--- config.mk ---
export PLATFORM = sky130hd
export DESIGN_NAME = setpoint_stepper
export DESIGN_NICKNAME = d
export VERILOG_FILES = /design/src/setpoint_stepper.v
export VERILOG_INCLUDE_DIRS = /design/src
export SDC_FILE = /design/constraint.sdc
export NUM_CORES = 1
export LEC_CHECK = 0
export BUFFER_PORTS_ARGS = -buffer_cell sky130_fd_sc_hd__buf_2
export CORE_MARGIN = 3
export CORE_UTILIZATION = 45
export CTS_CLUSTER_DIAMETER = 200
export CTS_CLUSTER_SIZE = 30
export DETAILED_ROUTE_END_ITERATION = 6
export PLACE_DENSITY_LB_ADDON = 0.15
export SLEW_MARGIN = 10
export SYNTH_ARGS = -nofsm -noshare
export SYNTH_HDL_FRONTEND = slang
export SYNTH_SLANG_ARGS = --single-unit
--- constraint.sdc ---
create_clock -name pclk -period 16.6 [get_ports pclk]
set_clock_uncertainty 0.05 [all_clocks]
set_input_delay 2.49 -clock pclk [delete_from_list [all_inputs] [get_ports pclk]]
set_output_delay 2.49 -clock pclk [all_outputs]
set_load 0.01 [all_outputs]
--- src/setpoint_stepper_defines.vh ---
// Constants for the incremental setpoint stepper
`ifndef SETPOINT_STEPPER_DEFINES_VH
`define SETPOINT_STEPPER_DEFINES_VH

// Clock rate in kHz (25 MHz)
`define CLK_KHZ 25000
// Times in ms
`define QUAL_MS 64
`define RAMP_START_MS 2000
`define STEP_MS 282
`define SAVE_MS 2000
`define ACK_MS 500
`define BLINK_MS 141
// Cycle counts derived from the times (beyond times round up)
`define QUAL_CYC (`QUAL_MS * `CLK_KHZ)
`define RAMP_START_CYC (`RAMP_START_MS * `CLK_KHZ + 1)
`define STEP_CYC (`STEP_MS * `CLK_KHZ)
`define SAVE_CYC (`SAVE_MS * `CLK_KHZ)
`define ACK_CYC (`ACK_MS * `CLK_KHZ)
`define BLINK_CYC (`BLINK_MS * `CLK_KHZ)
// Milliseconds to cycles factor for the configured step interval
`define MS_CYC `CLK_KHZ

// Register byte addresses
`define REG_CTRL 12'h000
`define REG_STEPS 12'h004
`define REG_INTERVAL 12'h008
`define REG_LOWER 12'h00c
`define REG_UPPER 12'h010
`define REG_START 12'h014
`define REG_VALUE 12'h018
`define REG_STATUS 12'h01c

// Control fields
`define CTRL_ENDLESS 0
`define CTRL_LOAD 1

// Reset values
`define STEPS_RST 10'h100
`define INTERVAL_RST 11'h11a
`define LOWER_RST 10'h000
`define UPPER_RST 10'h100
`define START_RST 10'h000
`define STEPS_MIN 10'h002
`define STEPS_MAX 10'h3e8
`define INTERVAL_MIN 11'h00a
`define INTERVAL_MAX 11'h7d0

`endif

--- src/setpoint_stepper.v ---
// Up/down setpoint stepper with ramp, store and indicator LEDs
// Function
// - Full range split into 256 equal steps by default.
// - Input held at least 64 ms counts as one pulse, one step.
// - Input held beyond 2000 ms steps automatically every 282 ms.
// - Optional endless ramp reverses direction at either range limit.
// - Front buttons step up and down like the direction inputs.
// - Both buttons held 2 s store setpoint as power-up start value.
// - Green power LED blanks briefly to acknowledge a store.
// - Red LED per direction input lit while that input is active.
// - During ramping the red LED of current direction flashes.
// - Step count 2..1000, interval 10..2000 ms, limits, mode, start set.
//
// Local design decisions: the address map and the APB slave port.
`timescale 1ns/10ps
`include "setpoint_stepper_defines.vh"
`default_nettype none

module setpoint_stepper (
   // APB slave
   input wire pclk,
   input wire presetn,
   input wire psel,
   input wire penable,
   input wire pwrite,
   input wire [11:0] paddr,
   input wire [31:0] pwdata,
   output reg [31:0] prdata,
   output wire pready,
   output wire pslverr,
   // Direction inputs and front buttons, active high
   input wire dir_up,
   input wire dir_down,
   input wire key_up,
   input wire key_down,
   // Non-volatile start value store
   input wire [9:0] nv_value,
   output reg nv_write_q,
   output reg [9:0] nv_data_q,
   // Setpoint to the analog stage, and its full-scale count
   output reg [9:0] setpoint_q,
   output reg [9:0] full_scale_q,
   // Indicators
   output reg led_power_q,
   output reg led_up_q,
   output reg led_down_q
);

   localparam [2:0] S_IDLE = 3'b001;
   localparam [2:0] S_HELD = 3'b010;
   localparam [2:0] S_RAMP = 3'b100;

   // Configuration registers
   reg endless_q;
   reg [9:0] steps_q;
   reg [10:0] interval_q;
   reg [9:0] lower_q;
   reg [9:0] upper_q;
   reg [9:0] start_q;
   reg loaded_q;

   // Stepping state
   reg [2:0] state_q;
   reg up_q;
   reg ramp_up_q;
   reg [26:0] hold_cnt_q;
   reg [26:0] step_cnt_q;
   reg [26:0] save_cnt_q;
   reg [26:0] ack_cnt_q;
   reg [26:0] blink_cnt_q;
   reg blink_q;
   reg saved_q;

   wire want_up = dir_up | key_up;
   wire want_down = dir_down | key_down;
   wire both_keys = key_up & key_down;
   wire one_dir = want_up ^ want_down;
   // A new direction while one is held restarts qualification from idle
   wire dir_flip = want_up != up_q;
   // Cycle counts are formed at 32 bits and cut to the counter width
   wire [31:0] step_prod = interval_q * `MS_CYC;
   wire [26:0] step_cyc = step_prod[26:0];
   wire [31:0] ack_cyc = `ACK_CYC;

   wire wr = psel & penable & pwrite;
   assign pready = 1'b1;
   wire bad_addr = paddr[1:0] != 2'b00 || paddr > `REG_STATUS;
   assign pslverr = psel & penable & bad_addr;

   // Status bits: store ack, ramping, ramp direction, busy, both keys
   wire st_ack = ~led_power_q;
   wire st_ramp = state_q == S_RAMP;
   wire st_busy = state_q != S_IDLE;
   wire [4:0] status = {st_ack, st_ramp, ramp_up_q, st_busy, both_keys};

   // Read mux
   reg [31:0] rd_mux;
   always @* begin
      case (paddr)
         `REG_CTRL: rd_mux = {31'h0, endless_q};
         `REG_STEPS: rd_mux = {22'h0, steps_q};
         `REG_INTERVAL: rd_mux = {21'h0, interval_q};
         `REG_LOWER: rd_mux = {22'h0, lower_q};
         `REG_UPPER: rd_mux = {22'h0, upper_q};
         `REG_START: rd_mux = {22'h0, start_q};
         `REG_VALUE: rd_mux = {22'h0, setpoint_q};
         `REG_STATUS: rd_mux = {27'h0, status};
         default: rd_mux = 32'h0;
      endcase
   end

   // Read data is taken in the setup phase and stands through the access phase
   always @(posedge pclk or negedge presetn) begin
      if (!presetn) begin
         prdata <= 32'h0;
      end else if (psel && !penable) begin
         prdata <= rd_mux;
      end
   end

   // Configuration writes; step count and interval clamped to legal ranges
   always @(posedge pclk or negedge presetn) begin
      if (!presetn) begin
         endless_q <= 1'b0;
         steps_q <= `STEPS_RST;
         interval_q <= `INTERVAL_RST;
         lower_q <= `LOWER_RST;
         upper_q <= `UPPER_RST;
         start_q <= `START_RST;
      end else if (wr) begin
         case (paddr)
            `REG_CTRL: endless_q <= pwdata[`CTRL_ENDLESS];
            `REG_STEPS: begin
               if (pwdata[31:10] != 22'h0) steps_q <= `STEPS_MAX;
               else if (pwdata[9:0] < `STEPS_MIN) steps_q <= `STEPS_MIN;
               else if (pwdata[9:0] > `STEPS_MAX) steps_q <= `STEPS_MAX;
               else steps_q <= pwdata[9:0];
            end
            `REG_INTERVAL: begin
               if (pwdata[31:11] != 21'h0) interval_q <= `INTERVAL_MAX;
               else if (pwdata[10:0] < `INTERVAL_MIN) interval_q <= `INTERVAL_MIN;
               else if (pwdata[10:0] > `INTERVAL_MAX) interval_q <= `INTERVAL_MAX;
               else interval_q <= pwdata[10:0];
            end
            `REG_LOWER: lower_q <= pwdata[9:0];
            `REG_UPPER: upper_q <= pwdata[9:0];
            `REG_START: start_q <= pwdata[9:0];
            default: ;
         endcase
      end
   end

   // Effective limits bounded by the step count
   wire [9:0] hi_lim = (upper_q > steps_q) ? steps_q : upper_q;
   wire [9:0] lo_lim = (lower_q > hi_lim) ? hi_lim : lower_q;
   wire at_hi = setpoint_q >= hi_lim;
   wire at_lo = setpoint_q <= lo_lim;
   // A loaded start value is held inside the limits at once
   wire [9:0] start_lim = (start_q > hi_lim) ? hi_lim :
      ((start_q < lo_lim) ? lo_lim : start_q);

   // One-step request and its direction
   reg do_step;
   reg step_up;
   reg [2:0] state_d;
   always @* begin
      do_step = 1'b0;
      step_up = up_q;
      state_d = state_q;
      case (state_q)
         S_IDLE: if (one_dir && !both_keys) state_d = S_HELD;
         // The pulse step fires once; holding on leads into the ramp
         S_HELD: begin
            if (!one_dir || both_keys || dir_flip) begin
               state_d = S_IDLE;
            end else if (hold_cnt_q == `QUAL_CYC - 1) begin
               do_step = 1'b1;
            end else if (hold_cnt_q == `RAMP_START_CYC - 1) begin
               state_d = S_RAMP;
            end
         end
         S_RAMP: begin
            step_up = ramp_up_q;
            if (!one_dir || both_keys || dir_flip) state_d = S_IDLE;
            else if (step_cnt_q >= step_cyc - 27'd1) do_step = 1'b1;
         end
         default: state_d = S_IDLE;
      endcase
   end

   // Stepping, ramp timing and endless reversal
   always @(posedge pclk or negedge presetn) begin
      if (!presetn) begin
         state_q <= S_IDLE;
         up_q <= 1'b0;
         ramp_up_q <= 1'b0;
         hold_cnt_q <= 27'h0;
         step_cnt_q <= 27'h0;
         setpoint_q <= 10'h000;
         loaded_q <= 1'b0;
      end else begin
         state_q <= state_d;
         // First cycle out of reset takes the stored start value
         if (!loaded_q) begin
            setpoint_q <= (nv_value > `STEPS_RST) ? `STEPS_RST : nv_value;
            loaded_q <= 1'b1;
         end else if (wr && paddr == `REG_CTRL && pwdata[`CTRL_LOAD]) begin
            setpoint_q <= start_lim;
         end else if (do_step) begin
            // Endless ramp turns back at a limit instead of stopping
            if (step_up) begin
               if (!at_hi) setpoint_q <= setpoint_q + 10'h001;
               else if (endless_q && state_q == S_RAMP) begin
                  setpoint_q <= setpoint_q - 10'h001;
                  ramp_up_q <= 1'b0;
               end
            end else begin
               if (!at_lo) setpoint_q <= setpoint_q - 10'h001;
               else if (endless_q && state_q == S_RAMP) begin
                  setpoint_q <= setpoint_q + 10'h001;
                  ramp_up_q <= 1'b1;
               end
            end
         end else if (setpoint_q > hi_lim) begin
            // Limits moved by software pull the value back inside
            setpoint_q <= hi_lim;
         end else if (setpoint_q < lo_lim) begin
            setpoint_q <= lo_lim;
         end
         if (state_q == S_IDLE) begin
            up_q <= want_up;
            ramp_up_q <= want_up;
            hold_cnt_q <= 27'h0;
         end else if (state_q == S_HELD) begin
            hold_cnt_q <= hold_cnt_q + 27'd1;
         end
         if (state_q != S_RAMP || do_step) step_cnt_q <= 27'h0;
         else step_cnt_q <= step_cnt_q + 27'd1;
      end
   end

   // Store on both keys held, acknowledge by blanking the power LED
   always @(posedge pclk or negedge presetn) begin
      if (!presetn) begin
         save_cnt_q <= 27'h0;
         saved_q <= 1'b0;
         nv_write_q <= 1'b0;
         nv_data_q <= 10'h000;
         ack_cnt_q <= 27'h0;
         led_power_q <= 1'b0;
      end else begin
         nv_write_q <= 1'b0;
         // One store per hold; releasing either key re-arms it
         if (!both_keys) begin
            save_cnt_q <= 27'h0;
            saved_q <= 1'b0;
         end else if (!saved_q) begin
            if (save_cnt_q == `SAVE_CYC - 1) begin
               nv_write_q <= 1'b1;
               nv_data_q <= setpoint_q;
               saved_q <= 1'b1;
               save_cnt_q <= 27'h0;
            end else begin
               save_cnt_q <= save_cnt_q + 27'd1;
            end
         end
         // Power LED stays dark while the acknowledge count runs
         if (nv_write_q) ack_cnt_q <= ack_cyc[26:0];
         else if (ack_cnt_q != 27'h0) ack_cnt_q <= ack_cnt_q - 27'd1;
         led_power_q <= loaded_q && ack_cnt_q == 27'h0 && !nv_write_q;
      end
   end

   // Direction LEDs: steady while active, flashing while ramping
   always @(posedge pclk or negedge presetn) begin
      if (!presetn) begin
         blink_cnt_q <= 27'h0;
         blink_q <= 1'b0;
         led_up_q <= 1'b0;
         led_down_q <= 1'b0;
         full_scale_q <= `STEPS_RST;
      end else begin
         full_scale_q <= steps_q;
         // Flash phase toggles while ramping and restarts lit
         if (state_q != S_RAMP) begin
            blink_cnt_q <= 27'h0;
            blink_q <= 1'b1;
         end else if (blink_cnt_q == `BLINK_CYC - 1) begin
            blink_cnt_q <= 27'h0;
            blink_q <= ~blink_q;
         end else begin
            blink_cnt_q <= blink_cnt_q + 27'd1;
         end
         // Follows the next state so a released input stops the flashing at once
         if (state_d == S_RAMP) begin
            led_up_q <= ramp_up_q & blink_q;
            led_down_q <= ~ramp_up_q & blink_q;
         end else begin
            led_up_q <= dir_up;
            led_down_q <= dir_down;
         end
      end
   end

endmodule // setpoint_stepper

`default_nettype wire

## Word-level counts from Yosys, hierarchy flattened

Cells that the tools add are included.

- Bitwise logic cells: 13
- Reductions and logical operators: 37
- Multiply operators: 1
- $add $sub $neg: 8
- Muxes and demuxes: 62
- Magnitude comparators: 15
- Equality and inequality tests: 24

Operator list:

| kind | number |
|---|---|
| 27-bit two-way mux | 10 |
| 10-bit two-way mux | 18 |
| 27-bit by 1-bit adder with 27-bit output, second input constant | 4 |
| 11-bit one-hot mux with 8 select lines | 1 |
| 27-bit by 26-bit equality test with 1-bit output, second input constant | 2 |
| 12-bit by 5-bit equality test with 1-bit output, second input constant | 4 |
| 10-bit greater-than comparator | 4 |
| 11-bit two-way mux | 3 |
| 27-bit by 21-bit equality test with 1-bit output, second input constant | 1 |
| 27-bit by 22-bit equality test with 1-bit output, second input constant | 1 |
| 27-bit >= comparator | 1 |
| 27-bit logical NOT | 1 |
| 27-bit nonzero test | 1 |
| 26-bit by 1-bit subtractor with 27-bit output, second input constant | 1 |
| 27-bit by 1-bit subtractor with 27-bit output, second input constant | 1 |
| 12-bit by 4-bit equality test with 1-bit output, second input constant | 2 |
| 11-bit by 12-bit multiplier with 23-bit output, second input constant | 1 |
| 1-bit two-way mux | 23 |
| 22-bit nonzero test | 1 |
| 21-bit nonzero test | 1 |
| 10-bit < comparator | 2 |
| 3-bit two-way mux | 5 |
| 2-bit nonzero test | 7 |
| 12-bit by 3-bit equality test with 1-bit output, second input constant | 1 |
| other kinds (36) | 64 |

- Bits in registers: 261
- Output and inout port bits: 68
- Bits of input ports: 63
- Word-level logic and storage cells: 185

## Longest topological paths before layout

Gate-level depths: netlist of run 1.

- Depth in word-level cells: 11
- Mapped depth: 32
- Depth with buffers taken out: 29

## Worst setup path before layout of run 1

OpenSTA, ideal clock, no wires.

- Path kind: reg-to-reg
- From: register interval_q[6]
- To: register setpoint_q[3]
- Arrival: 7117 ps
- Slack: 9359 ps
- Data required time: 16476 ps
- Library setup time: 74 ps
- Period minus slack after synthesis: 7241 ps
- Buffers on the path: 2
- Stages on the path, launching flop included: 29
- Cell sequence: dfrtp_1 > ha_1 > fa_1 > fa_1 > inv_1 > fa_1 > inv_1 > fa_1 > ha_1 > nand4_1 > a21oi_1 > a21boi_0 > o21ai_0 > xor2_1 > or3_1 > nor3b_1 > xnor2_1 > ha_1 > a211oi_1 > o21bai_1 > a221oi_1 > nand4_1 > and3_1 > buf_2 > mux2_4 > or2_1 > buf_6 > a311o_1 > o21ai_2

- Longest elaborated chain between the ends: 9
- Elaborated cells between the ends (all ways): 13
- Those cells by class: add/sub: 1; mul: 1; order compare: 1; eq/ne: 3; mux: 6; reduce/logical: 1

Ends and longest elaborated chain:

| element | RTL line | source |
|---|---|---|
| start: declaration | setpoint_stepper.v:56 | `reg [10:0] interval_q;` |
| start signal: assignment | setpoint_stepper.v:126 | `` interval_q <= `INTERVAL_RST; `` |
| start signal: assignment | setpoint_stepper.v:140 | `` if (pwdata[31:11] != 21'h0) interval_q <= `INTERVAL_MAX; `` |
| start signal: assignment | setpoint_stepper.v:141 | `` else if (pwdata[10:0] < `INTERVAL_MIN) interval_q <= `INTERVAL_MIN; `` |
| 11-bit by 12-bit multiplier with 23-bit output (no source line) (*) | -- |  |
| 26-bit by 1-bit subtractor with 27-bit output (*) | setpoint_stepper.v:185 | `else if (step_cnt_q >= step_cyc - 27'd1) do_step = 1'b1;` |
| 27-bit >= comparator (*) | setpoint_stepper.v:185 |  |
| 1-bit two-way mux (*) | setpoint_stepper.v:185 |  |
| 1-bit two-way mux (*) | setpoint_stepper.v:184 | `if (!one_dir \|\| both_keys \|\| dir_flip) state_d = S_IDLE;` |
| 1-bit one-hot mux with 2 select lines (*) | setpoint_stepper.v:170 | `case (state_q)` |
| branches (longest 3 deep; another with 6-bit by 3-bit != test with 1-bit output) | -- |  |
| end signal: assignment | setpoint_stepper.v:205 | `` setpoint_q <= (nv_value > `STEPS_RST) ? `STEPS_RST : nv_value; `` |
| end signal: assignment | setpoint_stepper.v:208 | `setpoint_q <= start_lim;` |
| end signal: assignment | setpoint_stepper.v:212 | `if (!at_hi) setpoint_q <= setpoint_q + 10'h001;` |
| end: declaration | setpoint_stepper.v:41 | `output reg [9:0] setpoint_q,` |

Every way passes the cells marked *.
A chain may end at the register's enable or synchronous reset.

## Worst setup path in the final report of run 1

Ends and elaborated chain as after synthesis.

==> reports/summary.txt, run 1 <==
total of max-cap violations -> 0
post_cts resized -> 0
clock insertion delay at the later pin of the skew report -> 0.50 ns
Netlist Area Pre-Place -> 17300 sq um
Worst Path Class, Setup -> flip-flop to flip-flop
Routed Wire Length -> 47.8 mm
routability cong. -> 0.940
actual transition at the worst max-transition pin -> 1.13 ns
critical path's slowest cell -> sky130_fd_sc_hd__fa_1
detailed-router iteration count before antenna repair -> 5
data required time at the worst endpoint -> 16.97 ns
Avg Cell Area, Syn -> 9.05 sq um
worst relative slew slack -> 0.246
power per unit of standard cell area -> 74.9 nW/um^2
total inserted antenna cells -> 0
post-route total power -> 1390 uW
Post-synth ARST share -> 1.00
flip-flop and latch count after synthesis -> 240
area enclosed by the die boundary -> 40800 sq um
Die X -> 202 microns
vias per cell -> 5.83
count of pins over their slew limit -> 0
H-tree levels -> 1
antenna-violating nets left -> 0
DRC violation total after the first TritonRoute iteration -> 989
count of clock tree sinks -> 240
vias in the first global route -> 14300
nature of the critical path endpoint -> flip-flop
worst path bufs/invs -> 3
total clock buffers created by CTS -> 11
gate count of the mapped netlist -> 1910
cell row count -> 71
Max clock buf depth -> 3
Min-Delay Path Class -> flip-flop to flip-flop
Post-CTS Setup Inserts -> 0
Worst-path clk slew -> 0.14 ns
number of remaining DRC errors -> 0
gr usage total -> 0.232
maximum clock frequency -> 123 MHz
primary flip-flop cell chosen by synthesis mapping -> sky130_fd_sc_hd__dfrtp_1
cts-stage hold buffer count -> 0
setup repair after global routing missed its margin -> false
detailed-route wire length per cell -> 19.2 microns
outcome -> finished, final reports clean
WP data arrival -> 8.50 ns
sequential area share after synthesis -> 0.348
critical-path maximum fanout -> 22
commonest cells after routing, fill and taps aside -> sky130_fd_sc_hd__dfrtp_1 (232), sky130_fd_sc_hd__nand2_1 (205), sky130_fd_sc_hd__nor2_1 (195)
Final Cycle Share -> 0.489
top post-synthesis cells by area -> sky130_fd_sc_hd__dfrtp_1 (34%), sky130_fd_sc_hd__ha_1 (12%), sky130_fd_sc_hd__nand2_1 (4.5%), sky130_fd_sc_hd__nor2_1 (4.2%), sky130_fd_sc_hd__o21ai_0 (3.6%)
total I/O pin count -> 131
area inside the core boundary -> 37800 sq um
portion of synthesized cell area occupied by the leading cell type -> 0.336
share of final-layout standard cells stronger than drive strength 1 -> 0.105
count of flip-flops with a built-in enable after synthesis -> 0
net count of the finished layout -> 2233
Leakage Power -> 0.00837 uW
Die Y-Extent -> 202 microns
antenna violations before repair -> 0
maximum number of pins on one net before global-route repair -> 113
CP most frequent cell -> sky130_fd_sc_hd__fa_1
total of buffers placed on input and output ports -> 108
DR vias -> 14500
CP startpoint kind -> flip-flop
Worst path max stage delay -> 0.54 ns
number of setup violations in the final report -> 0
overflow left after global routing -> 0
family of cells with the greatest summed delay on the critical path -> adder cells
Ys Warns -> 0
final sum of negative setup slack -> 0 ns
detailed placement HPWL -> 36.3 mm
starting density of the core -> 0.458
clock root cell -> sky130_fd_sc_hd__clkbuf_16
minimum period implied by the final worst setup slack -> 8.12 ns
TritonCTS clock tree -> yes
most frequent standard cell in the layout excluding fill and tap cells -> sky130_fd_sc_hd__dfrtp_1
cell type with the largest total area after synthesis -> sky130_fd_sc_hd__dfrtp_1
final hold violations -> 0
global-route wire length before repair -> 77.4 mm
count of distinct cell types in the synthesized netlist -> 98
peak supply drop -> 0.0687 mV
relative area change from synthesis to final layout -> 7.13%
==> synth_stat cells, drive strengths merged (9+ instances only) <==
| library cell | n |
|---|---|
| nand2 | 205 |
| nor4 | 29 |
| xor2 | 67 |
| nor3 | 40 |
| xnor2 | 52 |
| and3 | 36 |
| o21bai | 10 |
| a221oi | 10 |
| o21ai | 128 |
| nand3 | 80 |
| nor3b | 11 |
| nand2b | 25 |
| a21o | 15 |
| or4 | 9 |
| mux2 | 34 |
| clkbuf | 50 |
| fa | 23 |
| a211oi | 30 |
| nor2 | 196 |
| buf | 36 |
| and4 | 13 |
| a21oi | 71 |
| nor4b | 9 |
| dfrtp | 232 |
| or3 | 16 |
| nand4 | 43 |
| ha | 170 |
| o31ai | 21 |
| mux2i | 18 |
| o211ai | 14 |
| and2 | 10 |
| inv | 78 |
==> path summary, 6_finish.rpt <==
path,cells past startpoint,slack [ns],start,to
setup / recovery,27,8.48,interval_q[6],setpoint_q[3]
hold / removal,0,0.37,steps_q[8],full_scale_q[8]
setup reg to reg,27,8.48,interval_q[6],setpoint_q[3]
hold reg to reg,0,0.37,steps_q[8],full_scale_q[8]
max in group asynchronous,2,13.10,presetn,hold_cnt_q[11]
min in group asynchronous,1,1.89,presetn,step_cnt_q[14]
==> where the power goes <==
| group | switching [uW] | internal (uW) |
|---|---|---|
| Clock | 191 | 127 |
| Combinational | 232 | 161 |
| Sequential | 62.8 | 614 |
==> metal layers <==
| metal | routed length (microns) | part of all wire | track usage | up-vias |
|---|---|---|---|---|
| met4 | 1190 | 0.025 | 0.0553 | 0 |
| met2 | 22000 | 0.46 | 0.382 | 361 |
| met3 | 2230 | 0.047 | 0.0274 | 74 |
| li1 | - | - | - | 6999 |
| met1 | 22400 | 0.47 | 0.328 | 7091 |
| met5 | 0 | 0 | 0 | - |
==> cell families (layout without fill, tap and decap cells) <==
| family | count (synthesis) | in the layout | synth area share |
|---|---|---|---|
| AOI/OAI and AO/OA | 390 | 390 | 0.152 |
| muxes | 52 | 52 | 0.0328 |
| other | 2 | 23 | 0.000434 |
| buffers and inverters | 164 | 214 | 0.0417 |
| DFF | 240 | 240 | 0.348 |
| adders and majority gates | 193 | 193 | 0.150 |
| xor gates and xnor gates | 119 | 119 | 0.0603 |
| and+or+nand+nor | 750 | 750 | 0.215 |
==> area by class of cell <==
type | count | area [sq um]
clock buffers | 17 | 298
fillers | 3674 | 19200
inverters | 78 | 293
multi-input cells | 1527 | 10600
flip-flops and latches | 240 | 6020
well taps | 511 | 639
repair buffers | 119 | 633
==> flip-flops by register name (all words and copies together) (netlist names), 3 cells and up <==
name          cells
nv_data_q        10
prdata           11
steps_q          10
full_scale_q     10
lower_q          10
blink_cnt_q      27
step_cnt_q       27
start_q          10
upper_q          10
state_q           3
save_cnt_q       27
setpoint_q       10
hold_cnt_q       27
interval_q       11
ack_cnt_q        27
==> worst register-to-register path, stage by stage (launching register included) <==
cell	delay, ns
sky130_fd_sc_hd__dfrtp_1	0.48
sky130_fd_sc_hd__ha_1	0.37
sky130_fd_sc_hd__fa_1	0.49
sky130_fd_sc_hd__fa_1	0.55
sky130_fd_sc_hd__inv_1	0.05
sky130_fd_sc_hd__fa_1	0.53
sky130_fd_sc_hd__inv_1	0.05
sky130_fd_sc_hd__fa_1	0.47
sky130_fd_sc_hd__ha_1	0.37
sky130_fd_sc_hd__nand4_1	0.14
sky130_fd_sc_hd__a21oi_1	0.32
sky130_fd_sc_hd__a21boi_0	0.19
sky130_fd_sc_hd__o21ai_0	0.35
sky130_fd_sc_hd__xor2_1	0.16
sky130_fd_sc_hd__or3_1	0.47
sky130_fd_sc_hd__nor3b_1	0.29
sky130_fd_sc_hd__xnor2_1	0.16
sky130_fd_sc_hd__ha_1	0.26
sky130_fd_sc_hd__a211oi_1	0.24
sky130_fd_sc_hd__o21bai_1	0.12
sky130_fd_sc_hd__a221oi_1	0.21
sky130_fd_sc_hd__nand4_1	0.11
sky130_fd_sc_hd__and3_1	0.20
sky130_fd_sc_hd__buf_4	0.22
sky130_fd_sc_hd__mux2_4	0.43
sky130_fd_sc_hd__or2_1	0.32
sky130_fd_sc_hd__a311o_1	0.36
sky130_fd_sc_hd__o21ai_2	0.10
==> metrics by stage <==
stage / setup WS [ns] / cell area, sq um / instances / util / hold slack [ns]
global route: 7.96 / 18500 / 2492 / 0.491 / 0.370
CTS: 8.54 / 18500 / 2492 / 0.491 / 0.364
global placement: 8.71 / 18200 / 2475 / 0.483 / 0.363
detailed placement: 8.57 / 18200 / 2475 / 0.483 / 0.365
floorplan: 9.36 / 17400 / 1931 / - / 0.324
finish: 8.48 / 18500 / 2492 / 0.491 / 0.366
(Power assumes the default switching activity.)
==> run 2: changes to the inputs <==
==> constraint.sdc (replaced) <==
create_clock -name pclk -period 7.7 [get_ports pclk]
set_clock_uncertainty 0.05 [all_clocks]
set_input_delay 1.155 -clock pclk [delete_from_list [all_inputs] [get_ports pclk]]
set_output_delay 1.155 -clock pclk [all_outputs]
set_load 0.01 [all_outputs]
==> run 2 against run 1 <==
  * Critical path depth stayed put
  * Critical endpoint unchanged
  * Die area stayed put
  * Register-to-register slack worse by 8.1 ns
  * Critical path type unchanged
  * Via count is 1.1% higher
==> reports/summary.txt, run 2 (synthesized netlist as in run 1, its figures left out) <==
outcome -> finished, final reports clean
clock root cell -> sky130_fd_sc_hd__clkbuf_16
overflow left after global routing -> 0
antenna-violating nets left -> 0
peak supply drop -> 0.114 mV
Worst Path Class, Setup -> flip-flop to flip-flop
switching power summed over all nets -> 1070 uW
total I/O pin count -> 131
Register-to-Register Setup Slack -> 0.34 ns
commonest cells after routing, fill and taps aside -> sky130_fd_sc_hd__dfrtp_1 (232), sky130_fd_sc_hd__nand2_1 (205), sky130_fd_sc_hd__nor2_1 (195)
cell row count -> 71
number of setup violations in the final report -> 0
final hold violations -> 0
worst relative slew slack -> 0.251
DRC violation total after the first TritonRoute iteration -> 1049
Post-Place Cells -> 2501
H-tree levels -> 1
CP startpoint kind -> flip-flop
post-layout utilization of the core -> 0.500
Max clock buf depth -> 3
maximum number of pins on one net before global-route repair -> 97
most frequent standard cell in the layout excluding fill and tap cells -> sky130_fd_sc_hd__dfrtp_1
hold path endpoint -> full_scale_q[8]
detailed-route wire length per cell -> 18.9 microns
R2R Path Start -> interval_q[7]
Die X -> 202 microns
WP data arrival -> 7.75 ns
area enclosed by the die boundary -> 40800 sq um
share of power burned in combinational logic -> 0.295
gr usage total -> 0.229
antenna violations before repair -> 1
Switching Fraction -> 0.351
count of pins over their slew limit -> 0
starting density of the core -> 0.458
detailed placement HPWL -> 36.3 mm
number of fill cells in the layout -> 3571
Die Y-Extent -> 202 microns
Leakage Power -> 0.00855 uW
data required time at the worst endpoint -> 8.08 ns
Worst-path clk slew -> 0.14 ns
clock insertion delay at the later pin of the skew report -> 0.50 ns
post-route non-filler standard cell count -> 2524
relative area change from synthesis to final layout -> 9.20%
Hold Crit Depth -> 0
vias per cell -> 5.82
routability cong. -> 0.893
maximum clock frequency -> 136 MHz
power per unit of standard cell area -> 161 nW/um^2
Final Cycle Share -> 0.956
global-route wire length before repair -> 77.1 mm
area inside the core boundary -> 37800 sq um
cts-stage hold buffer count -> 0
Routed Wire Length -> 47.7 mm
count of clock tree sinks -> 240
detailed-router iteration count before antenna repair -> 5
FF-to-FF End -> setpoint_q[3]
actual transition at the worst max-transition pin -> 1.12 ns
Clock Power Share -> 0.228
vias in the first global route -> 14300
Cell Int Power -> 1970 uW
DR vias -> 14700
critical-path maximum fanout -> 7
nature of the critical path endpoint -> flip-flop
startpoint of the lowest-slack hold path -> steps_q[8]
Reg2Reg Depth -> 27
hold_ws -> 0.378 ns
total of max-cap violations -> 0
total clock buffers created by CTS -> 11
total of buffers placed on input and output ports -> 108
minimum period implied by the final worst setup slack -> 7.36 ns
net count of the finished layout -> 2264
TritonCTS clock tree -> yes
share of final-layout standard cells stronger than drive strength 1 -> 0.129
Min-Delay Path Class -> flip-flop to flip-flop
share of power burned in registers -> 0.477
number of remaining DRC errors -> 0
## run 2: cell types whose count changed in the layout (fill, tap and decap cells not counted), moves of 2 or more
cell	change
sky130_fd_sc_hd__nor3_2	+2
sky130_fd_sc_hd__a21boi_2	+2
sky130_fd_sc_hd__buf_4	+30
sky130_fd_sc_hd__nor3_1	-2
sky130_fd_sc_hd__a21oi_2	+4
sky130_fd_sc_hd__a21oi_1	-4
sky130_fd_sc_hd__o21ai_0	-2
## run 2: worst max-delay path by stage
stage | startpoint | to | cells past startpoint
after global routing | interval_q[7] | setpoint_q[3] | 28
after CTS | interval_q[6] | setpoint_q[3] | 26
after detailed placement | interval_q[6] | setpoint_q[3] | 26
after floorplan | interval_q[6] | setpoint_q[3] | 28
after global placement | interval_q[8] | setpoint_q[3] | 26
final | interval_q[7] | setpoint_q[3] | 27
## run 2: area by class of cell
type | instances | area [sq um] | share of cell area
sequential | 240 | 6020 | 0.319
multi-input combinational | 1527 | 10800 | 0.570
tap | 511 | 639 | 0.0339
antenna | 1 | 2.50 | 0.000133
inverter | 78 | 293 | 0.0155
clock buffer | 17 | 298 | 0.0158
timing repair buffer | 150 | 878 | 0.0465
## run 2: critical path, cell delays in order (launching register included)
cell                       delay [ns]
sky130_fd_sc_hd__dfrtp_1         0.41
sky130_fd_sc_hd__ha_1            0.32
sky130_fd_sc_hd__fa_1            0.48
sky130_fd_sc_hd__fa_1            0.55
sky130_fd_sc_hd__inv_1           0.06
sky130_fd_sc_hd__fa_1            0.52
sky130_fd_sc_hd__inv_1           0.05
sky130_fd_sc_hd__fa_1            0.48
sky130_fd_sc_hd__ha_4            0.32
sky130_fd_sc_hd__nand4_1         0.15
sky130_fd_sc_hd__a21oi_2         0.20
sky130_fd_sc_hd__buf_4           0.16
sky130_fd_sc_hd__nand2_1         0.09
sky130_fd_sc_hd__nor3_2          0.21
sky130_fd_sc_hd__a211o_1         0.15
sky130_fd_sc_hd__nand2_1         0.09
sky130_fd_sc_hd__or3_4           0.38
sky130_fd_sc_hd__nor4_4          0.25
sky130_fd_sc_hd__xor2_1          0.17
sky130_fd_sc_hd__ha_1            0.25
sky130_fd_sc_hd__and4_1          0.18
sky130_fd_sc_hd__a221oi_2        0.37
sky130_fd_sc_hd__nand4_1         0.16
sky130_fd_sc_hd__and3_4          0.24
sky130_fd_sc_hd__mux2_4          0.31
sky130_fd_sc_hd__or2_4           0.27
sky130_fd_sc_hd__a311o_1         0.34
sky130_fd_sc_hd__o21ai_2         0.10
## run 2: metrics by stage
| stage | setup TNS, ns | power [uW] | setup slack (ns) | instance area [sq um] |
|---|---|---|---|---|
| 2_1_floorplan | 0 | 2060 | 0.459 | 17400 |
| 3_3_place_gp | -0.0192 | 2340 | -0.0192 | 18400 |
| 3_5_place_dp | -0.104 | 2360 | -0.0735 | 18400 |
| 4_1_cts | 0 | 3060 | 0.0514 | 18700 |
| 5_1_grt | -0.235 | 3220 | -0.0852 | 18900 |
| 6_report | 0 | 3040 | 0.336 | 18900 |
## run 2: power groups by stage
stage | registers [uW] | clock network, uW | logic, uW
after detailed placement | 1470 | 0 | 885
after global placement | 1470 | 0 | 867
after CTS | 1450 | 721 | 890
after floorplan | 1420 | 0 | 640
after global routing | 1460 | 755 | 1010
final | 1450 | 692 | 897
## run 2: what timing repair did
item,in CTS,in global routing
pin swaps,0,11
buffers inserted,0,5
setup endpoints to repair,3,38
gates resized for setup,1,25
## run 2: per-layer routing
layer	track usage	routed length [microns]
met1	0.324	22000
met2	0.383	22400
met4	0.0471	999
met3	0.0258	2290
met5	0	7
